$ cat src/core/stb_pkg.sv
// package for the serial data-path buffering and status block
// assumes one 100 MHz clock and an axi4-lite register bus of 32-bit data
package stb_pkg;

  // register byte offsets
  localparam logic [7:0] STB_OFS_TX_DATA_CTRL = 8'h00;
  localparam logic [7:0] STB_OFS_RX_BUF       = 8'h04;
  localparam logic [7:0] STB_OFS_GLOBAL_CTRL  = 8'h08;
  localparam logic [7:0] STB_OFS_FLAG         = 8'h0c;
  localparam logic [7:0] STB_OFS_IRQ_MASK     = 8'h10;

  // receive buffer register field positions
  localparam int STB_BIT_RX_EMPTY = 31;
  localparam int STB_BIT_RX_OVR   = 30;
  localparam int STB_BIT_TX_FULL  = 29;
  localparam int STB_BIT_BIT_ERR  = 28;
  localparam int STB_BIT_DESYNC   = 27;
  localparam int STB_BIT_PAR_ERR  = 26;
  localparam int STB_BIT_TIMEOUT  = 25;
  localparam int STB_BIT_LEN_ERR  = 24;
  localparam int STB_WORD_W       = 16;

  // flag register / mask register bit positions
  localparam int STB_FLG_RX_INT  = 0;
  localparam int STB_FLG_RX_OVR  = 1;
  localparam int STB_FLG_ERR     = 2;
  localparam int STB_FLG_W       = 3;

  // global control bit position
  localparam int STB_GCR_ENABLE  = 0;

  // reset values
  localparam logic [15:0] STB_RST_WORD  = 16'h0000;
  localparam logic [7:0]  STB_RST_STAT  = 8'h00;

  // axi responses
  localparam logic [1:0] STB_RESP_OKAY   = 2'h0;
  localparam logic [1:0] STB_RESP_SLVERR = 2'h2;

  // error status carried with each received word (bits 28..24)
  typedef struct packed {
    logic bit_err;
    logic desync;
    logic par_err;
    logic timeout;
    logic len_err;
  } stb_err_t;

  // one received word with its status
  typedef struct packed {
    logic                  full;
    stb_err_t              err;
    logic [STB_WORD_W-1:0] word;
  } stb_rx_slot_t;

  // shifter side signals
  typedef struct packed {
    logic                  done;
    logic [STB_WORD_W-1:0] word;
    stb_err_t              err;
  } stb_shift_rx_t;

endpackage : stb_pkg

$ cat src/core/stb_buffer_status.sv
// transmit/receive buffering and status of a serial interface controller
// assumes a shifter that takes words on tx_load and reports rx words and
// errors with one-cycle pulses; registers reached over axi4-lite
//
// Decided for this implementation: the AXI4-Lite register port and the address map.
`timescale 1ns/1ps

// Function
// host write goes straight to shift register when it is empty
// write while shifter busy is kept in holding buffer until it frees
// host sets global enable before writing transmit data register
// clearing global enable forces the transmit word to zero
// host right-justifies the transmit word in the 16-bit field
// reading the receive buffer register sets the empty flag
// a received word copied into receive buffer clears empty flag
// write-one clearing receive interrupt flag also sets empty flag
// reading receive buffer register clears receive interrupt flag
// word arriving when holding buffer is full sets overrun
// overrun overwrites only holding buffer, never visible buffer
// reading receive buffer register leaves overrun flag unchanged
// each read moves a full holding buffer into the visible buffer
// error while both buffers full also sets overrun; code counts only bit, timeout and length errors
// transmit full sets on write while busy, clears on move to shifter
// bit mismatch flag clears when receive word is read
// received word right-justified, reserved bits read zero
module stb_buffer_status
  import stb_pkg::*;
#(
  parameter int WORD_W = STB_WORD_W
) (
  // clock and reset
  input  wire logic        aclk,
  input  wire logic        aresetn,
  // axi4-lite write address and data
  input  wire logic [7:0]  s_awaddr,
  input  wire logic        s_awvalid,
  output logic             s_awready,
  input  wire logic [31:0] s_wdata,
  input  wire logic [3:0]  s_wstrb,
  input  wire logic        s_wvalid,
  output logic             s_wready,
  output logic [1:0]       s_bresp,
  output logic             s_bvalid,
  input  wire logic        s_bready,
  // axi4-lite read
  input  wire logic [7:0]  s_araddr,
  input  wire logic        s_arvalid,
  output logic             s_arready,
  output logic [31:0]      s_rdata,
  output logic [1:0]       s_rresp,
  output logic             s_rvalid,
  input  wire logic        s_rready,
  // shifter side
  output logic             tx_load,
  output logic [WORD_W-1:0] tx_word,
  input  wire logic        tx_shift_free,
  input  wire stb_shift_rx_t rx_in,
  input  wire stb_err_t    rx_err_evt,
  // enable and interrupt
  output logic             enable,
  output logic             irq
);

  // all state in one struct
  typedef struct packed {
    logic                      en;
    logic [WORD_W-1:0]         tx_data;
    logic                      shift_full;
    logic                      hold_full;
    logic [WORD_W-1:0]         hold_word;
    logic                      load;
    logic [WORD_W-1:0]         load_word;
    logic                      vis_empty;
    stb_err_t                  vis_err;
    logic [WORD_W-1:0]         vis_word;
    stb_rx_slot_t              rxh;
    logic                      rx_ovr;
    logic [STB_FLG_W-1:0]      flag;
    logic [STB_FLG_W-1:0]      mask;
    logic                      irq;
  } stb_state_t;

  stb_state_t st_ff;
  stb_state_t nxt_st;

  logic        wr_stb;
  logic [7:0]  wr_addr;
  logic [31:0] wr_data;
  logic [3:0]  wr_strb;
  logic        wr_err;
  logic        rd_stb;
  logic [7:0]  rd_addr;
  logic [31:0] rd_data;
  logic        rd_err;

  stb_axil_slave u_axil (
    .aclk      (aclk),
    .aresetn   (aresetn),
    .s_awaddr  (s_awaddr),
    .s_awvalid (s_awvalid),
    .s_awready (s_awready),
    .s_wdata   (s_wdata),
    .s_wstrb   (s_wstrb),
    .s_wvalid  (s_wvalid),
    .s_wready  (s_wready),
    .s_bresp   (s_bresp),
    .s_bvalid  (s_bvalid),
    .s_bready  (s_bready),
    .s_araddr  (s_araddr),
    .s_arvalid (s_arvalid),
    .s_arready (s_arready),
    .s_rdata   (s_rdata),
    .s_rresp   (s_rresp),
    .s_rvalid  (s_rvalid),
    .s_rready  (s_rready),
    .wr_stb    (wr_stb),
    .wr_addr   (wr_addr),
    .wr_data   (wr_data),
    .wr_strb   (wr_strb),
    .wr_err    (wr_err),
    .rd_stb    (rd_stb),
    .rd_addr   (rd_addr),
    .rd_data   (rd_data),
    .rd_err    (rd_err)
  );

  // decoded accesses
  logic wr_txd;
  logic wr_gcr;
  logic wr_flg;
  logic wr_msk;
  logic rd_buf;
  logic rd_word;
  logic any_err;
  logic ovr_evt;

  // address decode for writes and reads
  always_comb begin
    wr_txd = 1'b0;
    wr_gcr = 1'b0;
    wr_flg = 1'b0;
    wr_msk = 1'b0;
    wr_err = 1'b0;
    if (wr_addr == STB_OFS_TX_DATA_CTRL)
      wr_txd = wr_stb;
    else if (wr_addr == STB_OFS_GLOBAL_CTRL)
      wr_gcr = wr_stb;
    else if (wr_addr == STB_OFS_FLAG)
      wr_flg = wr_stb;
    else if (wr_addr == STB_OFS_IRQ_MASK)
      wr_msk = wr_stb;
    else if (wr_addr != STB_OFS_RX_BUF)
      wr_err = wr_stb;
  end

  // a read counts as a word read when it covers the low half; axi4-lite
  // reads are always whole words, so every buffer read does
  assign rd_buf  = rd_stb && (rd_addr == STB_OFS_RX_BUF);
  assign rd_word = rd_buf;
  assign any_err = rx_err_evt.bit_err | rx_err_evt.timeout |
                   rx_err_evt.len_err;

  // read data mux; reserved bits and unused word bits stay zero
  always_comb begin
    rd_data = 32'h0000_0000;
    rd_err  = 1'b0;
    if (rd_addr == STB_OFS_RX_BUF) begin
      rd_data[STB_BIT_RX_EMPTY] = st_ff.vis_empty;
      rd_data[STB_BIT_RX_OVR]   = st_ff.rx_ovr;
      rd_data[STB_BIT_TX_FULL]  = st_ff.hold_full;
      rd_data[STB_BIT_BIT_ERR:STB_BIT_LEN_ERR] = st_ff.vis_err;
      rd_data[WORD_W-1:0]       = st_ff.vis_word;
    end else if (rd_addr == STB_OFS_TX_DATA_CTRL) begin
      rd_data[WORD_W-1:0] = st_ff.tx_data;
    end else if (rd_addr == STB_OFS_GLOBAL_CTRL) begin
      rd_data[STB_GCR_ENABLE] = st_ff.en;
    end else if (rd_addr == STB_OFS_FLAG) begin
      rd_data[STB_FLG_W-1:0] = st_ff.flag;
    end else if (rd_addr == STB_OFS_IRQ_MASK) begin
      rd_data[STB_FLG_W-1:0] = st_ff.mask;
    end else begin
      rd_err = 1'b1;
    end
  end

  // next-state logic: transmit path, receive path, flags
  always_comb begin
    nxt_st      = st_ff;
    nxt_st.load = 1'b0;
    ovr_evt     = 1'b0;

    // global enable; dropping it zeroes the transmit word
    if (wr_gcr && wr_strb[0])
      nxt_st.en = wr_data[STB_GCR_ENABLE];
    if (wr_gcr && wr_strb[0] && !wr_data[STB_GCR_ENABLE])
      nxt_st.tx_data = STB_RST_WORD;

    // shifter releases its word
    if (tx_shift_free)
      nxt_st.shift_full = 1'b0;

    // holding buffer drains into a free shifter
    if (st_ff.hold_full && !nxt_st.shift_full) begin
      nxt_st.hold_full  = 1'b0;
      nxt_st.shift_full = 1'b1;
      nxt_st.load       = 1'b1;
      nxt_st.load_word  = st_ff.hold_word;
    end

    // host write of the transmit word; the host enables first, so a
    // write while disabled is dropped rather than queued
    if (wr_txd && st_ff.en && (wr_strb[1:0] != 2'b00)) begin
      if (wr_strb[0])
        nxt_st.tx_data[7:0] = wr_data[7:0];
      if (wr_strb[1])
        nxt_st.tx_data[WORD_W-1:8] = wr_data[WORD_W-1:8];
      if (!nxt_st.shift_full && !nxt_st.load) begin
        nxt_st.shift_full = 1'b1;
        nxt_st.load       = 1'b1;
        nxt_st.load_word  = nxt_st.tx_data;
      end else begin
        nxt_st.hold_full = 1'b1;
        nxt_st.hold_word = nxt_st.tx_data;
      end
    end

    // host read of the buffer: empty set, interrupt flag dropped,
    // overrun untouched, error flags of the word dropped
    if (rd_word) begin
      nxt_st.vis_empty              = 1'b1;
      nxt_st.flag[STB_FLG_RX_INT]   = 1'b0;
      nxt_st.vis_err.bit_err        = 1'b0;
      nxt_st.vis_err.desync         = 1'b0;
      nxt_st.vis_err.par_err        = 1'b0;
      nxt_st.vis_err.timeout        = 1'b0;
      nxt_st.vis_err.len_err        = 1'b0;
    end
    // a read pulls a waiting word forward
    if (rd_buf && st_ff.rxh.full) begin
      nxt_st.vis_word  = st_ff.rxh.word;
      nxt_st.vis_err   = st_ff.rxh.err;
      nxt_st.vis_empty = 1'b0;
      nxt_st.rxh.full  = 1'b0;
    end

    // flag write-one-to-clear; discard of the pending word
    if (wr_flg && wr_strb[0]) begin
      nxt_st.flag = nxt_st.flag & ~wr_data[STB_FLG_W-1:0];
      if (wr_data[STB_FLG_RX_INT])
        nxt_st.vis_empty = 1'b1;
      if (wr_data[STB_FLG_RX_OVR])
        nxt_st.rx_ovr = 1'b0;
    end
    if (wr_msk && wr_strb[0])
      nxt_st.mask = wr_data[STB_FLG_W-1:0];

    // completed reception; set wins over any clear in this cycle
    if (rx_in.done) begin
      if (nxt_st.vis_empty && !nxt_st.rxh.full) begin
        nxt_st.vis_word  = rx_in.word;
        nxt_st.vis_err   = rx_in.err;
        nxt_st.vis_empty = 1'b0;
      end else begin
        // visible word is kept until read; only the holder is replaced
        if (nxt_st.rxh.full) begin
          nxt_st.rx_ovr = 1'b1;
          ovr_evt       = 1'b1;
        end
        nxt_st.rxh.full = 1'b1;
        nxt_st.rxh.word = rx_in.word;
        nxt_st.rxh.err  = rx_in.err;
      end
      nxt_st.flag[STB_FLG_RX_INT] = 1'b1;
    end

    // error while both buffers hold unread words means status is lost
    if (any_err && !st_ff.vis_empty && st_ff.rxh.full) begin
      nxt_st.rx_ovr = 1'b1;
      ovr_evt       = 1'b1;
    end
    // keyed to the event, so a same-cycle write-one clear cannot hide it
    if (ovr_evt)
      nxt_st.flag[STB_FLG_RX_OVR] = 1'b1;
    if (any_err)
      nxt_st.flag[STB_FLG_ERR] = 1'b1;

    nxt_st.irq = |(nxt_st.flag & nxt_st.mask);
  end

  // single state register
  always_ff @(posedge aclk) begin
    if (!aresetn) begin
      st_ff           <= '0;
      st_ff.vis_empty <= 1'b1;
    end else begin
      st_ff <= nxt_st;
    end
  end

  // outputs straight from flops
  assign tx_load = st_ff.load;
  assign tx_word = st_ff.load_word;
  assign enable  = st_ff.en;
  assign irq     = st_ff.irq;

endmodule : stb_buffer_status

$ cat src/core/stb_axil_slave.sv
// axi4-lite slave front end: turns channel handshakes into single-cycle
// read and write strobes; assumes the main block answers in the same cycle
`timescale 1ns/1ps
module stb_axil_slave
  import stb_pkg::*;
(
  // clock and reset
  input  wire logic        aclk,
  input  wire logic        aresetn,
  // axi write channels
  input  wire logic [7:0]  s_awaddr,
  input  wire logic        s_awvalid,
  output logic             s_awready,
  input  wire logic [31:0] s_wdata,
  input  wire logic [3:0]  s_wstrb,
  input  wire logic        s_wvalid,
  output logic             s_wready,
  output logic [1:0]       s_bresp,
  output logic             s_bvalid,
  input  wire logic        s_bready,
  // axi read channels
  input  wire logic [7:0]  s_araddr,
  input  wire logic        s_arvalid,
  output logic             s_arready,
  output logic [31:0]      s_rdata,
  output logic [1:0]       s_rresp,
  output logic             s_rvalid,
  input  wire logic        s_rready,
  // register side
  output logic             wr_stb,
  output logic [7:0]       wr_addr,
  output logic [31:0]      wr_data,
  output logic [3:0]       wr_strb,
  input  wire logic        wr_err,
  output logic             rd_stb,
  output logic [7:0]       rd_addr,
  input  wire logic [31:0] rd_data,
  input  wire logic        rd_err
);

  typedef struct packed {
    logic        aw_ok;
    logic [7:0]  aw;
    logic        w_ok;
    logic [31:0] wd;
    logic [3:0]  ws;
    logic        bvalid;
    logic [1:0]  bresp;
    logic        rvalid;
    logic [31:0] rdata;
    logic [1:0]  rresp;
  } stb_axs_t;

  stb_axs_t st_ff;
  stb_axs_t nxt_st;

  // address and data are latched separately, so either may come first
  always_comb begin
    nxt_st = st_ff;
    if (s_awvalid && s_awready) begin
      nxt_st.aw_ok = 1'b1;
      nxt_st.aw    = s_awaddr;
    end
    if (s_wvalid && s_wready) begin
      nxt_st.w_ok = 1'b1;
      nxt_st.wd   = s_wdata;
      nxt_st.ws   = s_wstrb;
    end
    if (wr_stb) begin
      nxt_st.aw_ok  = 1'b0;
      nxt_st.w_ok   = 1'b0;
      nxt_st.bvalid = 1'b1;
      nxt_st.bresp  = wr_err ? STB_RESP_SLVERR : STB_RESP_OKAY;
    end
    if (s_bvalid && s_bready)
      nxt_st.bvalid = 1'b0;
    if (rd_stb) begin
      nxt_st.rvalid = 1'b1;
      nxt_st.rdata  = rd_data;
      nxt_st.rresp  = rd_err ? STB_RESP_SLVERR : STB_RESP_OKAY;
    end else if (s_rvalid && s_rready) begin
      nxt_st.rvalid = 1'b0;
    end
  end

  always_ff @(posedge aclk) begin
    if (!aresetn)
      st_ff <= '0;
    else
      st_ff <= nxt_st;
  end

  // write fires once both halves are held and no response is pending
  assign wr_stb    = st_ff.aw_ok && st_ff.w_ok && !st_ff.bvalid;
  assign wr_addr   = st_ff.aw;
  assign wr_data   = st_ff.wd;
  assign wr_strb   = st_ff.ws;
  assign rd_stb    = s_arvalid && !st_ff.rvalid;
  assign rd_addr   = s_araddr;
  assign s_awready = !st_ff.aw_ok;
  assign s_wready  = !st_ff.w_ok;
  assign s_arready = !st_ff.rvalid;
  assign s_bvalid  = st_ff.bvalid;
  assign s_bresp   = st_ff.bresp;
  assign s_rvalid  = st_ff.rvalid;
  assign s_rdata   = st_ff.rdata;
  assign s_rresp   = st_ff.rresp;

endmodule : stb_axil_slave

$ cat config.mk
export PLATFORM = sky130hd
export DESIGN_NAME = stb_buffer_status
export DESIGN_NICKNAME = d
export VERILOG_FILES = /design/src/core/stb_pkg.sv /design/src/core/stb_buffer_status.sv /design/src/core/stb_axil_slave.sv
export SDC_FILE = /design/constraint.sdc
export NUM_CORES = 1
export LEC_CHECK = 0
export ABC_AREA = 0
export BUFFER_PORTS_ARGS = -buffer_cell sky130_fd_sc_hd__clkbuf_2
export CAP_MARGIN = 10
export CORE_MARGIN = 2
export CORE_UTILIZATION = 52
export DETAILED_ROUTE_END_ITERATION = 8
export PLACE_DENSITY = 0.73
export SKIP_CTS_REPAIR_TIMING = 1
export SLEW_MARGIN = 10
export SYNTH_ARGS = -nofsm -noshare
export SYNTH_HDL_FRONTEND = slang
export SYNTH_SLANG_ARGS = --single-unit
$ cat constraint.sdc
create_clock -name aclk -period 4.1 [get_ports aclk]
set_clock_uncertainty 0.1 [all_clocks]
set_input_delay 0.615 -clock aclk [delete_from_list [all_inputs] [get_ports aclk]]
set_output_delay 0.615 -clock aclk [all_outputs]
set_load 0.03 [all_outputs]
Word-level counts from Yosys, hierarchy flattened

Index checks and enable logic that the tools add are counted.

Register bits after elaboration: 162
Bits of input ports: 87
Output and inout bits: 60
Word-level logic and storage cells: 152

Eq/ne operators: 8
Mux-type cells: 62
Bitwise gates (word level): 8
Reduce and logical (&&, ||, !) cells: 39

Operators with widths:

| kind                 | count |
|---|---|
| $mux W17             | 3 |
| $mux W51             | 1 |
| $mux W23             | 2 |
| $mux W45             | 1 |
| $mux W1              | 38 |
| $eq A8 B4 Y1 const B | 4 |
| $mux W16             | 2 |
| $mux W8              | 3 |
| $mux W22             | 1 |
| $logic_and A1 B1 Y1  | 20 |
| $eq A8 B5 Y1 const B | 2 |
| $logic_not A8 Y1     | 2 |
| $mux W13             | 1 |
| $mux W3              | 4 |
| $logic_not A1 Y1     | 10 |
| $eq A8 B3 Y1 const B | 1 |
| $mux W2              | 4 |
| $ne A8 B3 Y1 const B | 1 |
| $and A3 B3 Y3        | 2 |
| $mux W6              | 1 |
| $mux W4              | 1 |
| $reduce_and A2 Y1    | 2 |
| $reduce_bool A2 Y1   | 2 |
| $reduce_or A2 Y1     | 2 |
| 4 further kinds      | 7 |

Depth between registers and ports, before layout

Depth in word-level cells: 14
Depth in mapped cells: 9
Depth with buffers taken out: 5

By module

A second synthesis with hierarchy kept.

Cell total of the unflattened synthesis: 1026
Area total of the unflattened synthesis: 9228.9 µm²

By module, submodules not included:

| module            | times used | cells an instance | area an instance (µm²) | seq. area each (µm²) |
|---|---|---|---|---|
| stb_buffer_status | 1          | 586               | 5216.3                 | 2082.0 |
| stb_axil_slave    | 1          | 440               | 4012.6                 | 1641.6 |

Worst setup path after synthesis

Ideal clock, no wire load.

Path type: register -> register
From: register u_axil.st_ff (netlist bit u_axil.wr_addr[4])
To: register st_ff[31] in the netlist's numbering
Setup time: 0.072 ns
Arrival time: 2.287 ns
Required time: 3.928 ns
Path slack: 1.641 ns
Stages on the path, launching flop included: 10
Buffers on the path: 4
Period minus slack after synthesis: 2.459 ns
Cell sequence: dfxtp_1 or4_1 buf_2 or4_4 buf_6 o21ai_2 and3_1 buf_4 buf_8 mux2i_1

Cells in the longest elaborated chain, start to end: 9
Elaborated cells between the ends (all ways): 11
Those cells by class: eq/ne: 2; mux: 6; reduce/logical: 3

Ends and longest elaborated chain:

| item                    | line                     | text |
|---|---|---|
| from (decl)             | stb_axil_slave.sv:54     | `stb_axs_t st_ff;` |
| from (signal assigned)  | stb_axil_slave.sv:90     | `st_ff <= nxt_st;` |
| $eq A8 B4 Y1            | stb_buffer_status.sv:148 | `else if (wr_addr == STB_OFS_FLAG)` |
| $mux W1                 | stb_buffer_status.sv:148 |  |
| $mux W1                 | stb_buffer_status.sv:146 | `else if (wr_addr == STB_OFS_GLOBAL_CTRL)` |
| $mux W1 (*)             | stb_buffer_status.sv:144 | `if (wr_addr == STB_OFS_TX_DATA_CTRL)` |
| $logic_and A1 B1 Y1 (*) | stb_buffer_status.sv:247 | `if (wr_flg && wr_strb[0]) begin` |
| $mux W1 (*)             | stb_buffer_status.sv:247 |  |
| $logic_and A1 B1 Y1 (*) | stb_buffer_status.sv:259 | `if (nxt_st.vis_empty && !nxt_st.rxh.full) begin` |
| $mux W22 (*)            | stb_buffer_status.sv:259 |  |
| $mux W45 (*)            | stb_buffer_status.sv:258 | `if (rx_in.done) begin` |
| to (signal assigned)    | stb_buffer_status.sv:296 | `st_ff <= nxt_st;` |
| to (decl)               | stb_buffer_status.sv:83  | `stb_state_t st_ff;` |

Every way passes the cells marked *; elsewhere a longest branch is shown, timed or not.
A chain may end at the register's enable or synchronous reset.

Worst setup path after layout

From: register u_axil.st_ff (netlist bit u_axil.wr_addr[4])
To: register st_ff[81] in the netlist's numbering

Cells in the longest elaborated chain, start to end: 7
Elaborated cells between the ends (all ways): 12
Those cells by class: eq/ne: 1; mux: 5; reduce/logical: 6

Ends and longest elaborated chain:

| item                              | line                     | text |
|---|---|---|
| $eq A8 B4 Y1                      | stb_buffer_status.sv:146 |  |
| $mux W1                           | stb_buffer_status.sv:146 |  |
| $mux W1                           | stb_buffer_status.sv:144 |  |
| $logic_and A1 B1 Y1 (2 in series) | stb_buffer_status.sv:195 | `if (wr_gcr && wr_strb[0] && !wr_data[STB_GCR_ENABLE])` |
| $mux W16                          | stb_buffer_status.sv:195 |  |
| $mux W8                           | stb_buffer_status.sv:215 | `if (wr_strb[1])` |

Several ways; a longest one is shown, not always the timed one.

==> run_results.csv <==
group,metric,value,unit
status,status,"finished clean",
place,gp_congestion,0.782,
job,maxCapViolCount,0,
sta,final_hold_viol_count,0,
layout,layout.cells.non_filler,1033,
drt,num_vias,5604,
layout,drive_gt1_share,22.5,%
power_and_ir_drop,leakage,0.00333,uW
clocking,cts_sinks,160,
sta,max_freq,0.355,GHz
logic_synthesis,synth_cell_type_count,51,
setup_path,rr_endpoint,"st_ff[81]",
drt,dr.pass1.iters,6,
layout,area_growth,11.5,%
setup_path,worstPathRequired,4290,ps
sta,period_minus_slack,2820,ps
setup_path,path_max_fanout,8,
layout,antenna_cells,0,
clocking,cts-root-buf,"clkbuf_16",
place,dpl.cell_count,1002,
place,io_buffers,116,
setup_path,worst-setup-path-type,"flip-flop to flip-flop",
global_routing,overflow,0,
setup_path,end_kind,"flip-flop",
sta,tightest_slew,880,ps
logic_synthesis,synthFlopType,"dfxtp_1",
setup_path,cp-start-kind,"flip-flop",
global_routing,grt_pass1_vias,5028,
sta,setup_viol,0,
logic_synthesis,netlist.area_leader.share,44.4,%
clocking,cts_tree,"yes",
setup_path,crit_family,"simple AND/OR/NAND/NOR gates",
clocking,clk_pin_slew,60,ps
setup_path,r2r-start,"u_axil.wr_addr[4]",
global_routing,grt_pass1_wl,25700,um
logic_synthesis,syn_area_per_cell,9.10,sq um
setup_path,arrival,3010,ps
setup_path,path_depth,5,
floorplanning,die_area,14800,sq um
worst_hold_path,min_from,"s_wdata[9]",
setup_path,crit_end,"st_ff[81]",
layout,final_cell_mix,"dfxtp_1 (160), nand2_1 (150), clkbuf_2 (115)",
setup_path,path_cells,"or4_1 > nor3_1 > a41oi_1 > a22oi_1 > a21oi_1",
clocking,clock_latency,420,ps
logic_synthesis,synthCells,793,
layout,multiInputGateArea,3390,sq um
setup_path,ff2ff_path_depth,5,
sta,rsz0062_at_grt,"no",
logic_synthesis,yosys.area.top_type,"dfxtp_1",
logic_synthesis,ys_seq_elements,160,
global_routing,grt_usage,22.1,%
layout,finish.net_count,928,
layout,regArea,3200,sq um
worst_hold_path,hold_class,"primary input to flip-flop",
drt,wl,15700,um
clocking,cts_inserted_buffers,17,
logic_synthesis,synthTopCellsByArea,"dfxtp_1 (44%), nand2_1 (7.8%), mux2i_1 (7.5%)",
sta,final.setup.tns,0,ps
drt,drc,0,
drt,post_drt_wl_per_cell,15.2,um
sta,fin_crit_sh,68.8,%
power_and_ir_drop,max-vdd-ir-drop,286,uV
power_and_ir_drop,power_density,411,nW/um^2
drt,avgViaCountPerCell,5.42,
clocking,htreeDepth,4,
logic_synthesis,yosys_warnings,0,
floorplanning,rows,43,
place,dp_hpwl,10900,um
floorplanning,die_w,122,um
clocking,clk_path_buf_depth,2,
worst_hold_path,hold_depth,3,
setup_path,critPathBufInv,0,
logic_synthesis,synthArstFlopShare,0,%
drt,drtAntennaViolNets,0,
layout,final.fill_count,1267,
global_routing,grt_start_max_net_pins,100,
setup_path,slowest_delay,640,ps
floorplanning,initial_utilization,52.6,%
logic_synthesis,netlist_area,7220,sq um
setup_path,slowest_stage,"or4_1",
global_routing,antenna_found_initial,0,
sta,slew_violations,0,
setup_path,timing.critical_path.from,"u_axil.wr_addr[4]",
logic_synthesis,synth_seq_area_share,44.4,%
setup_path,rrSetupSlack,1280,ps
floorplanning,fp.dieH,122,um
layout,final_common_cell,"dfxtp_1",
sta,max_slew_margin,41.3,%
drt,drtIter0Drc,543,
logic_synthesis,synth_edf_count,0,
floorplanning,boundaryPins,147,
floorplanning,core_area,13700,sq um
==> cells in the mapped netlist, types with 2 or more instances <==
cell         n
clkbuf_1    44
mux2i_1     54
nor4b_1      2
nand2b_1     2
o211a_1     12
and2_1       7
and3_1       6
o21ai_1     15
nand2_1    150
or4_1        3
a31oi_1      2
a21oi_1     19
o2bb2ai_1    2
dfxtp_1    160
a21boi_1     3
buf_2        7
a41oi_1      3
a22o_1       2
nand3_1     26
a22oi_1     20
nor3_1       3
nor2b_1     46
a222oi_1    13
inv_1        9
buf_8        2
nand3b_1     2
mux2_2      33
buf_4       53
a21boi_0    37
nand4_1      5
a32oi_1      3
o31a_1       2
nor4_1       2
o21ai_0     20
nor2_1       8
==> area by class of cell <==
type                    instances  area share [%]
multi-input cells             526            42.1
flip-flops and latches        160            39.8
repair buffers                127            8.42
clock buffers                  26            6.08
well taps                     180            2.80
inverters                       9           0.420
clock inverters                 5           0.389
==> logic make-up after synthesis <==
logic type | synth area share [%]
other | 0.0519
AOI/OAI and AO/OA | 15.8
muxes | 12.6
and+or+nand+nor | 17.9
buffers and inverters | 9.32
DFF | 44.4
==> worst reg2reg max path: stages (launching register included) <==
cell and delay (ps):
dfxtp_1 330, or4_1 640, nor3_1 550, a41oi_1 470, a22oi_1 460, a21oi_1 130
==> how the worst min path moves through the flow <==
stage                              end  slack, ps
global route        u_axil.wr_data[11]        330
global placement             st_ff[27]        340
floorplan                    st_ff[24]        330
detailed placement           st_ff[25]        340
finish               u_axil.wr_data[9]        320
CTS                 u_axil.wr_data[11]        310
==> power by group <==
part	switching, uW	total [uW]	internal, uW
Clock	589	1410	816
Sequential	40.5	1650	1610
Combinational	150	259	108
==> stage by stage <==
stage	worst slack, ps	hold WS, ps	area (sq um)	util [%]	power [uW]
3_3_place_gp	1110	339	7530	54.9	1930
6_report	1280	319	8050	58.7	3310
4_1_cts	1250	305	8050	58.7	3340
3_5_place_dp	1070	344	7530	54.9	1940
2_1_floorplan	1640	330	7250	-	1870
5_1_grt	1040	325	8050	58.7	3430
==> layer usage <==
| metal | global-route usage (%) | vias up | wire, um |
|---|---|---|---|
| met5 | 0 | - | 0 |
| met4 | 8.26 | 0 | 289 |
| met3 | 4.82 | 24 | 882 |
| met2 | 34.3 | 159 | 7380 |
| met1 | 30.1 | 2608 | 7190 |
| li1 | - | 2813 | - |
==> sequential cells by signal (all words and copies together), names as in the netlist <==
register and cells:
enable 1, irq 1, st_ff 85, tx_load 1, tx_word 16, u_axil.s_bresp 1, u_axil.s_bvalid 1, u_axil.s_rdata 24
u_axil.s_rresp 1, u_axil.s_rvalid 1, u_axil.st_ff 2, u_axil.wr_addr 8, u_axil.wr_data 16, u_axil.wr_strb 2
(Power assumes the default switching activity.)
